### config.mk
export PLATFORM = sky130hd
export DESIGN_NAME = ntsc_ctrl
export DESIGN_NICKNAME = d
export VERILOG_FILES = /design/src/pkg/ntsc_pkg.sv /design/src/logic/ntsc_ctrl.sv /design/src/logic/ntsc_delay_line.sv /design/src/logic/ntsc_sync2.sv
export SDC_FILE = /design/constraint.sdc
export NUM_CORES = 1
export LEC_CHECK = 0
export BUFFER_PORTS_ARGS = -buffer_cell sky130_fd_sc_hd__buf_2
export CORE_ASPECT_RATIO = 1.4
export CORE_MARGIN = 4
export CORE_UTILIZATION = 48
export CTS_BUF_LIST = sky130_fd_sc_hd__clkbuf_4
export DETAILED_ROUTE_END_ITERATION = 7
export PLACE_DENSITY_LB_ADDON = 0.08
export SYNTH_ARGS = -nofsm -noshare
export SYNTH_HDL_FRONTEND = slang
export SYNTH_HIERARCHICAL = 1
export SYNTH_SLANG_ARGS = --single-unit
### constraint.sdc
create_clock -name clk -period 3.4 [get_ports clk]
set_input_delay 0.34 -clock clk [delete_from_list [all_inputs] [get_ports clk]]
set_output_delay 0.34 -clock clk [all_outputs]
set_load 0.05 [all_outputs]
### src/pkg/ntsc_pkg.sv
/*
 * constants shared by the no-turnaround synchronous sram controller.
 * assumes one system clock shared with the memory, rising edge only.
 */
package ntsc_pkg;

  // ==========================================================================
  // widths and modes
  localparam int ADDR_W_DEF     = 18;
  localparam int DATA_W_DEF     = 32;
  localparam int LANES_DEF      = 4;
  localparam bit MODE_PIPELINED = 1'b0;
  localparam bit MODE_FLOWTHRU  = 1'b1;

  // ==========================================================================
  // latencies in clock cycles
  localparam int CMD_STAGES     = 2;
  localparam int MEM_LAT_PIPE   = 2;
  localparam int MEM_LAT_FLOW   = 1;
  localparam int USER_RD_LAT    = 6;
  localparam int SYNC_STAGES    = 2;

  // ==========================================================================
  // values of memory-side controls; all but RW_WRITE are loaded at reset
  localparam bit RW_READ        = 1'b1;
  localparam bit RW_WRITE       = 1'b0;
  localparam bit ADV_LOAD       = 1'b0;
  localparam bit CS_IDLE_LOW_N  = 1'b1;

endpackage : ntsc_pkg

### src/logic/ntsc_ctrl.sv
/*
 * no-turnaround synchronous burst sram controller, top level.
 * assumes the memory runs on clk (forwarded on mem_clk) and that the
 * bench resolves the data wire from mem_data_oe.
 */
// Added by the designer: the placing of the registers.
`timescale 1ns/1ps
`default_nettype none
module ntsc_ctrl #(
  parameter int address_width_param  = ntsc_pkg::ADDR_W_DEF,
  parameter int data_width_param     = ntsc_pkg::DATA_W_DEF,
  parameter int byte_lane_count_param = ntsc_pkg::LANES_DEF,
  parameter bit FLOWTHROUGH          = ntsc_pkg::MODE_PIPELINED
) (
  // clock and reset
  input  wire logic                             clk,
  input  wire logic                             rst,
  // user request side
  input  wire logic                             user_request,
  input  wire logic                             user_read_not_write,
  input  wire logic                             user_advance_or_load,
  input  wire logic [address_width_param-1:0]   user_address,
  input  wire logic [data_width_param-1:0]      user_write_data,
  input  wire logic [byte_lane_count_param-1:0] user_byte_mask,
  // user answer side
  output logic      [data_width_param-1:0]      user_read_data,
  output logic                                  user_read_valid,
  // memory command side
  output logic                                  mem_clk,
  output logic                                  mem_chip_enable_low,
  output logic                                  mem_read_write_select,
  output logic                                  mem_advance_or_load,
  output logic      [address_width_param-1:0]   mem_address_bus,
  output logic [byte_lane_count_param-1:0] mem_byte_write_enables_low,
  // memory data bus
  input  wire logic [data_width_param-1:0]      mem_data_in,
  output logic      [data_width_param-1:0]      mem_data_out,
  output logic                                  mem_data_oe
);

  localparam int AW = address_width_param;
  localparam int DW = data_width_param;
  localparam int BW = byte_lane_count_param;
  // delay between user stage and write data register
  localparam int WR_DLY = ntsc_pkg::MEM_LAT_PIPE - int'(FLOWTHROUGH);
  // read tracking ends one stage early: the answer word is the sync flop, or dq_hold in flow-through
  localparam int RD_PIPE = ntsc_pkg::USER_RD_LAT - 2;
  // cycles from user write to data seen on the bus at a sampling edge
  localparam int WR_SEEN = ntsc_pkg::CMD_STAGES + WR_DLY;

  // ==========================================================================
  // state
  typedef struct packed {
    logic               stg_req;
    logic               stg_rd;
    logic               stg_adv;
    logic [AW-1:0]      stg_addr;
    logic [BW-1:0]      stg_mask;
    logic [DW-1:0]      stg_wdata;
    logic               cmd_cs_n;
    logic               cmd_rw;
    logic               cmd_adv;
    logic [AW-1:0]      cmd_addr;
    logic [BW-1:0]      cmd_bw_n;
    logic               wr_oe;
    logic [DW-1:0]      wr_data;
    logic [RD_PIPE-1:0] rd_pipe;
    logic [DW-1:0]      dq_hold;
    logic               rd_valid;
  } ntsc_ctrl_s;

  ntsc_ctrl_s st_q;
  ntsc_ctrl_s st_d;

  logic [DW:0]   wr_late;
  logic [DW-1:0] dq_synced;

  // ==========================================================================
  // write data alignment; pipelined waits one cycle longer than flow-through
  ntsc_delay_line #(
    .WIDTH (DW + 1),
    .DEPTH (WR_DLY)
  ) u_wr_dly (
    .clk  (clk),
    .rst  (rst),
    .din  ({st_q.stg_req & ~st_q.stg_rd, st_q.stg_wdata}),
    .dout (wr_late)
  );

  // ==========================================================================
  // read capture; bus comes from the pins, so two flops before use
  ntsc_sync2 #(
    .WIDTH (DW)
  ) u_rd_sync (
    .clk  (clk),
    .rst  (rst),
    .din  (mem_data_in),
    .dout (dq_synced)
  );

  // ==========================================================================
  // next state
  always_comb begin
    st_d = st_q;
    // user stage: one register so inputs meet timing
    st_d.stg_req  = user_request;
    st_d.stg_rd   = user_read_not_write;
    st_d.stg_adv  = user_advance_or_load;
    st_d.stg_addr = user_address;
    st_d.stg_mask = user_byte_mask;
    st_d.stg_wdata = user_write_data;
    // command register; an idle cycle is a deselected read
    st_d.cmd_cs_n = ~st_q.stg_req;
    st_d.cmd_rw   = st_q.stg_req ? st_q.stg_rd
                                 : ntsc_pkg::RW_READ;
    st_d.cmd_adv  = st_q.stg_adv;
    st_d.cmd_addr = st_q.stg_addr;
    // any mix of loads and advances passes through unchanged
    st_d.cmd_bw_n = (st_q.stg_req && !st_q.stg_rd) ? ~st_q.stg_mask
                                                   : {BW{1'b1}};
    // write data and enable leave together
    st_d.wr_oe    = wr_late[DW];
    st_d.wr_data  = wr_late[DW-1:0];
    // read tracking; no idle cycles inserted between reads and writes
    st_d.rd_pipe  = {st_q.rd_pipe[RD_PIPE-2:0],
                     st_q.stg_req & st_q.stg_rd};
    // flow-through data is on the bus a cycle earlier, so hold it once
    st_d.dq_hold  = dq_synced;
    st_d.rd_valid = st_q.rd_pipe[RD_PIPE-1];
  end

  // ==========================================================================
  // registers; reset leaves the memory reading with no enable low
  always_ff @(posedge clk or posedge rst) begin
    if (rst) begin
      st_q          <= '0;
      st_q.cmd_cs_n <= ntsc_pkg::CS_IDLE_LOW_N;
      st_q.cmd_rw   <= ntsc_pkg::RW_READ;
      st_q.cmd_adv  <= ntsc_pkg::ADV_LOAD;
      st_q.cmd_bw_n <= '1;
    end else begin
      st_q <= st_d;
    end
  end

  // ==========================================================================
  // outputs, all straight from flops except mem_clk, which is clk forwarded
  assign mem_clk                    = clk;
  assign mem_chip_enable_low        = st_q.cmd_cs_n;
  assign mem_read_write_select      = st_q.cmd_rw;
  assign mem_advance_or_load        = st_q.cmd_adv;
  assign mem_address_bus            = st_q.cmd_addr;
  assign mem_byte_write_enables_low = st_q.cmd_bw_n;
  assign mem_data_out               = st_q.wr_data;
  assign mem_data_oe                = st_q.wr_oe;
  // answer word straight from a flop; valid only beside user_read_valid
  assign user_read_data             = FLOWTHROUGH ? st_q.dq_hold
                                                  : dq_synced;
  assign user_read_valid            = st_q.rd_valid;

  // ==========================================================================
  // checks
  property p_rd_latency;
    @(posedge clk) disable iff (rst)
    user_request && user_read_not_write |-> ##6 user_read_valid;
  endproperty
  a_rd_latency: assert property (p_rd_latency)
    else $error("read answer not six cycles after request");

  property p_valid_cause;
    @(posedge clk) disable iff (rst)
    user_read_valid |-> $past(user_request && user_read_not_write, 6);
  endproperty
  a_valid_cause: assert property (p_valid_cause)
    else $error("read valid without a read six cycles before");

  property p_wr_data;
    @(posedge clk) disable iff (rst)
    user_request && !user_read_not_write |-> ##WR_SEEN
      (mem_data_oe && mem_data_out == $past(user_write_data, WR_SEEN));
  endproperty
  a_wr_data: assert property (p_wr_data)
    else $error("write data not on bus at the required edge");

  property p_oe_only_write;
    @(posedge clk) disable iff (rst)
    mem_data_oe |-> $past(user_request && !user_read_not_write, WR_SEEN);
  endproperty
  a_oe_only_write: assert property (p_oe_only_write)
    else $error("bus driven outside a write data cycle");

  property p_oe_vs_cmd;
    @(posedge clk) disable iff (rst)
    mem_data_oe |-> $past(!mem_read_write_select && !mem_chip_enable_low,
                          WR_DLY);
  endproperty
  a_oe_vs_cmd: assert property (p_oe_vs_cmd)
    else $error("bus driven without matching write command");

  property p_rw_select;
    @(posedge clk) disable iff (rst)
    user_request |-> ##2
      (mem_read_write_select == $past(user_read_not_write, 2));
  endproperty
  a_rw_select: assert property (p_rw_select)
    else $error("read/write select does not follow request");

  property p_byte_enables;
    @(posedge clk) disable iff (rst)
    user_request && !user_read_not_write |-> ##2
      (mem_byte_write_enables_low == ~$past(user_byte_mask, 2));
  endproperty
  a_byte_enables: assert property (p_byte_enables)
    else $error("byte enables not the inverted mask");

  property p_no_enable_read;
    @(posedge clk) disable iff (rst)
    !(user_request && !user_read_not_write) |-> ##2
      (&mem_byte_write_enables_low);
  endproperty
  a_no_enable_read: assert property (p_no_enable_read)
    else $error("byte enable low outside a write");

  property p_addr_adv;
    @(posedge clk) disable iff (rst)
    user_request |-> ##2 (mem_address_bus == $past(user_address, 2)
      && mem_advance_or_load == $past(user_advance_or_load, 2));
  endproperty
  a_addr_adv: assert property (p_addr_adv)
    else $error("address or advance/load not forwarded");

  property p_turnaround;
    @(posedge clk) disable iff (rst)
    (user_request && user_read_not_write)
      ##1 (user_request && !user_read_not_write)
      |-> ##1 mem_read_write_select ##1 !mem_read_write_select;
  endproperty
  a_turnaround: assert property (p_turnaround)
    else $error("idle cycle inserted between read and write");

  property p_reset_safe;
    @(posedge clk)
    rst |-> (!mem_data_oe && (&mem_byte_write_enables_low)
             && mem_read_write_select);
  endproperty
  a_reset_safe: assert property (p_reset_safe)
    else $error("memory not held safe during reset");

endmodule : ntsc_ctrl
`default_nettype wire

### src/logic/ntsc_delay_line.sv
/*
 * fixed-length register delay line.
 * assumes depth of at least one; every stage loads on every edge.
 */
`timescale 1ns/1ps
`default_nettype none
module ntsc_delay_line #(
  parameter int WIDTH = 8,
  parameter int DEPTH = 2
) (
  // clock and reset
  input  wire logic             clk,
  input  wire logic             rst,
  // data
  input  wire logic [WIDTH-1:0] din,
  output logic      [WIDTH-1:0] dout
);

  typedef struct packed {
    logic [DEPTH-1:0][WIDTH-1:0] stage;
  } ntsc_dly_s;

  ntsc_dly_s st_q;
  ntsc_dly_s st_d;

  // ==========================================================================
  // shift
  always_comb begin
    st_d = st_q;
    st_d.stage[0] = din;
    for (int i = 1; i < DEPTH; i++) begin
      st_d.stage[i] = st_q.stage[i-1];
    end
  end

  always_ff @(posedge clk or posedge rst) begin
    if (rst) begin
      st_q <= '0;
    end else begin
      st_q <= st_d;
    end
  end

  assign dout = st_q.stage[DEPTH-1];

endmodule : ntsc_delay_line
`default_nettype wire

### src/logic/ntsc_sync2.sv
/*
 * two-flop synchroniser for the data bus pins.
 * assumes the pins settle within one clock; first flop feeds only the second.
 */
`timescale 1ns/1ps
`default_nettype none
module ntsc_sync2 #(
  parameter int WIDTH = 8
) (
  // clock and reset
  input  wire logic             clk,
  input  wire logic             rst,
  // data
  input  wire logic [WIDTH-1:0] din,
  output logic      [WIDTH-1:0] dout
);

  typedef struct packed {
    logic [WIDTH-1:0] first;
    logic [WIDTH-1:0] second;
  } ntsc_sync_s;

  ntsc_sync_s st_q;
  ntsc_sync_s st_d;

  always_comb begin
    st_d = st_q;
    st_d.first  = din;
    st_d.second = st_q.first;
  end

  always_ff @(posedge clk or posedge rst) begin
    if (rst) begin
      st_q <= '0;
    end else begin
      st_q <= st_d;
    end
  end

  assign dout = st_q.second;

endmodule : ntsc_sync2
`default_nettype wire

==> flow_summary.toml <==
[outcome]
status = "complete, no violations"

[cells_and_area]
drive_above_1_share = 0.4441
area_growth_syn_to_layout_pct = 35.26
fillers = 1003
seq_area_sq_um = 6264
multi_input_area_sq_um = 51.30
layout_common_cells = "dfrtp_1, buf_2, dlygate4sd3_1"
final_common_cell = "dfrtp_1"
layout.nets = 687

[detailed_routing]
vias = 3337
drcViolationCount = 0
ant_nets = 0
drt_iter0_drc = 55
routed_wl_um = 10900
drt-wirelength-per-cell_um = 13.26
vias_per_cell = 4.060
first_pass_iters = 2

[grt]
overflow = 0
grt_start_max_net_pins = 54
grt_usage = 0.1430
grt_pass1_wl_um = 17510
grt_pass1_vias = 3809
antenna_found_initial = 2

[floorplanning]
die_w_um = 108.2
rows = 51
ios = 183
die_area_sq_um = 16030
initial_utilization = 0.4869
core_sq_um = 13850
die_h_um = 148.2

[synthesis]
netlist_area_sq_um = 6743
yosys_warnings = 6
synthCells = 316
synth_top_area_frac = 0.9055
ys_seq_area_frac = 0.9289
yosys-top-cells-area = "dfrtp_1, buf_4, dfstp_2"
synthesis.nets = 407
yosysTopAreaCell = "dfrtp_1"
synth_cell_type_count = 8
ys_seq_elements = 250
avgSynthCellArea_sq_um = 21.34

[pwr]
finalPower_w = 0.005853
peakVddDrop_mv = 0.4225
leakagePower_nw = 4.478
power.density_nw_per_um2 = 641.7

[place]
pre_cts_ws_ns = 1.172
io_buffers = 182
dp_hpwl_um = 6649
globalplace.congestion = 0.6618

[clocking]
postCtsSetupRepairBufs = 0
clk-insertion-delay-late_ns = 0.71
cts_tree = "done"
path_clk_slew_ns = 0.07
ctsHoldBuffers = 90
cts-resized-gates = 0

[sta]
rsz0062_at_grt = "no"
fin_worst_skew_ns = 0.01092
tightest_slew_ns = 1.020
finalSetupViolations = 0
fin_ws_ns = 0.9181
maxSlewViolCount = 0
maxSlewHeadroom = 0.3193
finalHoldViolations = 0
fin_tns_setup_ns = 0

[critical_path]
critPathKind = "clock port to output port"
start_kind = "clock port"
worst-endpoint-arrival_ns = 2.14
endpoint_kind = "output port"
cp_max_fo = 2
required_ns = 3.06

[min_path]
min_path_type = "input port to flip-flop"

[job]
cap_violations = 0
==> per-stage QoR <==
stage / instances / hold slack [ns] / area, sq um / util
floorplan: 316 / 0.3312 / 6746 / -
global placement: 632 / 0.3313 / 7518 / 0.5430
detailed placement: 632 / 0.3347 / 7518 / 0.5430
finish: 822 / 0.2618 / 9120 / 0.6586
CTS: 820 / 0.1902 / 9115 / 0.6583
global route: 822 / 0.1927 / 9120 / 0.6586
==> logic make-up (layout without fill, tap and decap cells) <==
logic type	after synthesis	after routing	share of synthesized area
DFF	250	250	0.9289
buffers and inverters	59	378	0.06346
and+or+nand+nor	7	7	0.007610
other	0	2	0
==> final cells by class <==
type	instances	share of cell area
timing repair buffer	275	0.2028
tap	185	0.02538
sequential	250	0.6868
multi-input combinational	7	0.005625
clock buffer	80	0.06558
inverter	4	0.002058
clock inverter	19	0.01125
antenna	2	0.0005488
==> worst max-delay path, cell delays in order <==
cell and delay (ns):
clkbuf_4 0.11, clkbuf_4 0.13, buf_2 0.20
==> registers in the layout, summed over array words and instances, names as in the netlist, 4 cells and up <==
signal	count
st_q	38
u_wr_dly/dout	33
u_wr_dly/st_d	33
mem_data_out	32
u_rd_sync/dout	32
u_rd_sync/st_d	32
st_d	23
mem_address_bus	18
mem_byte_write_enables_low	4
==> cell usage after synthesis, drive strengths merged <==
master  instances
and2            1
nand2b          1
inv             4
dfstp           6
and2b           1
dfrtp         244
buf            55
nand3b          4
==> layer usage <==
metal  vias up  wire, um  part of all wire  global-route usage
met5         -         0                 0                   0
met4         0       338             0.031             0.07896
met3        25      1110              0.10             0.06861
met2       160      5797              0.53              0.2347
met1      1632      3651              0.34              0.1497
li1       1520         -                 -                   -
==> power by group <==
part	total (W)	internal (W)	switching [W]
sequential	0.00316	0.00312	0.0000379
clock	0.00223	0.00116	0.00108
combinational	0.000457	0.000148	0.000310
==> path summary, 6_finish.rpt <==
kind | slack [ns] | cells past startpoint | end | start
worst max-delay path | 0.92 | 3 | mem_clk | clk
worst min-delay path | 0.26 | 2 | u_rd_sync/st_d[11] | mem_data_in[11]
worst max register to register | 2.60 | 1 | u_wr_dly/st_d[65] | st_q[151]
worst min register to register | 0.34 | 0 | u_rd_sync/dout[15] | u_rd_sync/st_d[15]
max in group asynchronous | 2.13 | 4 | mem_address_bus[11] | rst
min in group asynchronous | 0.41 | 3 | st_d[92] | rst
Power figures use the tool's default switching activity.
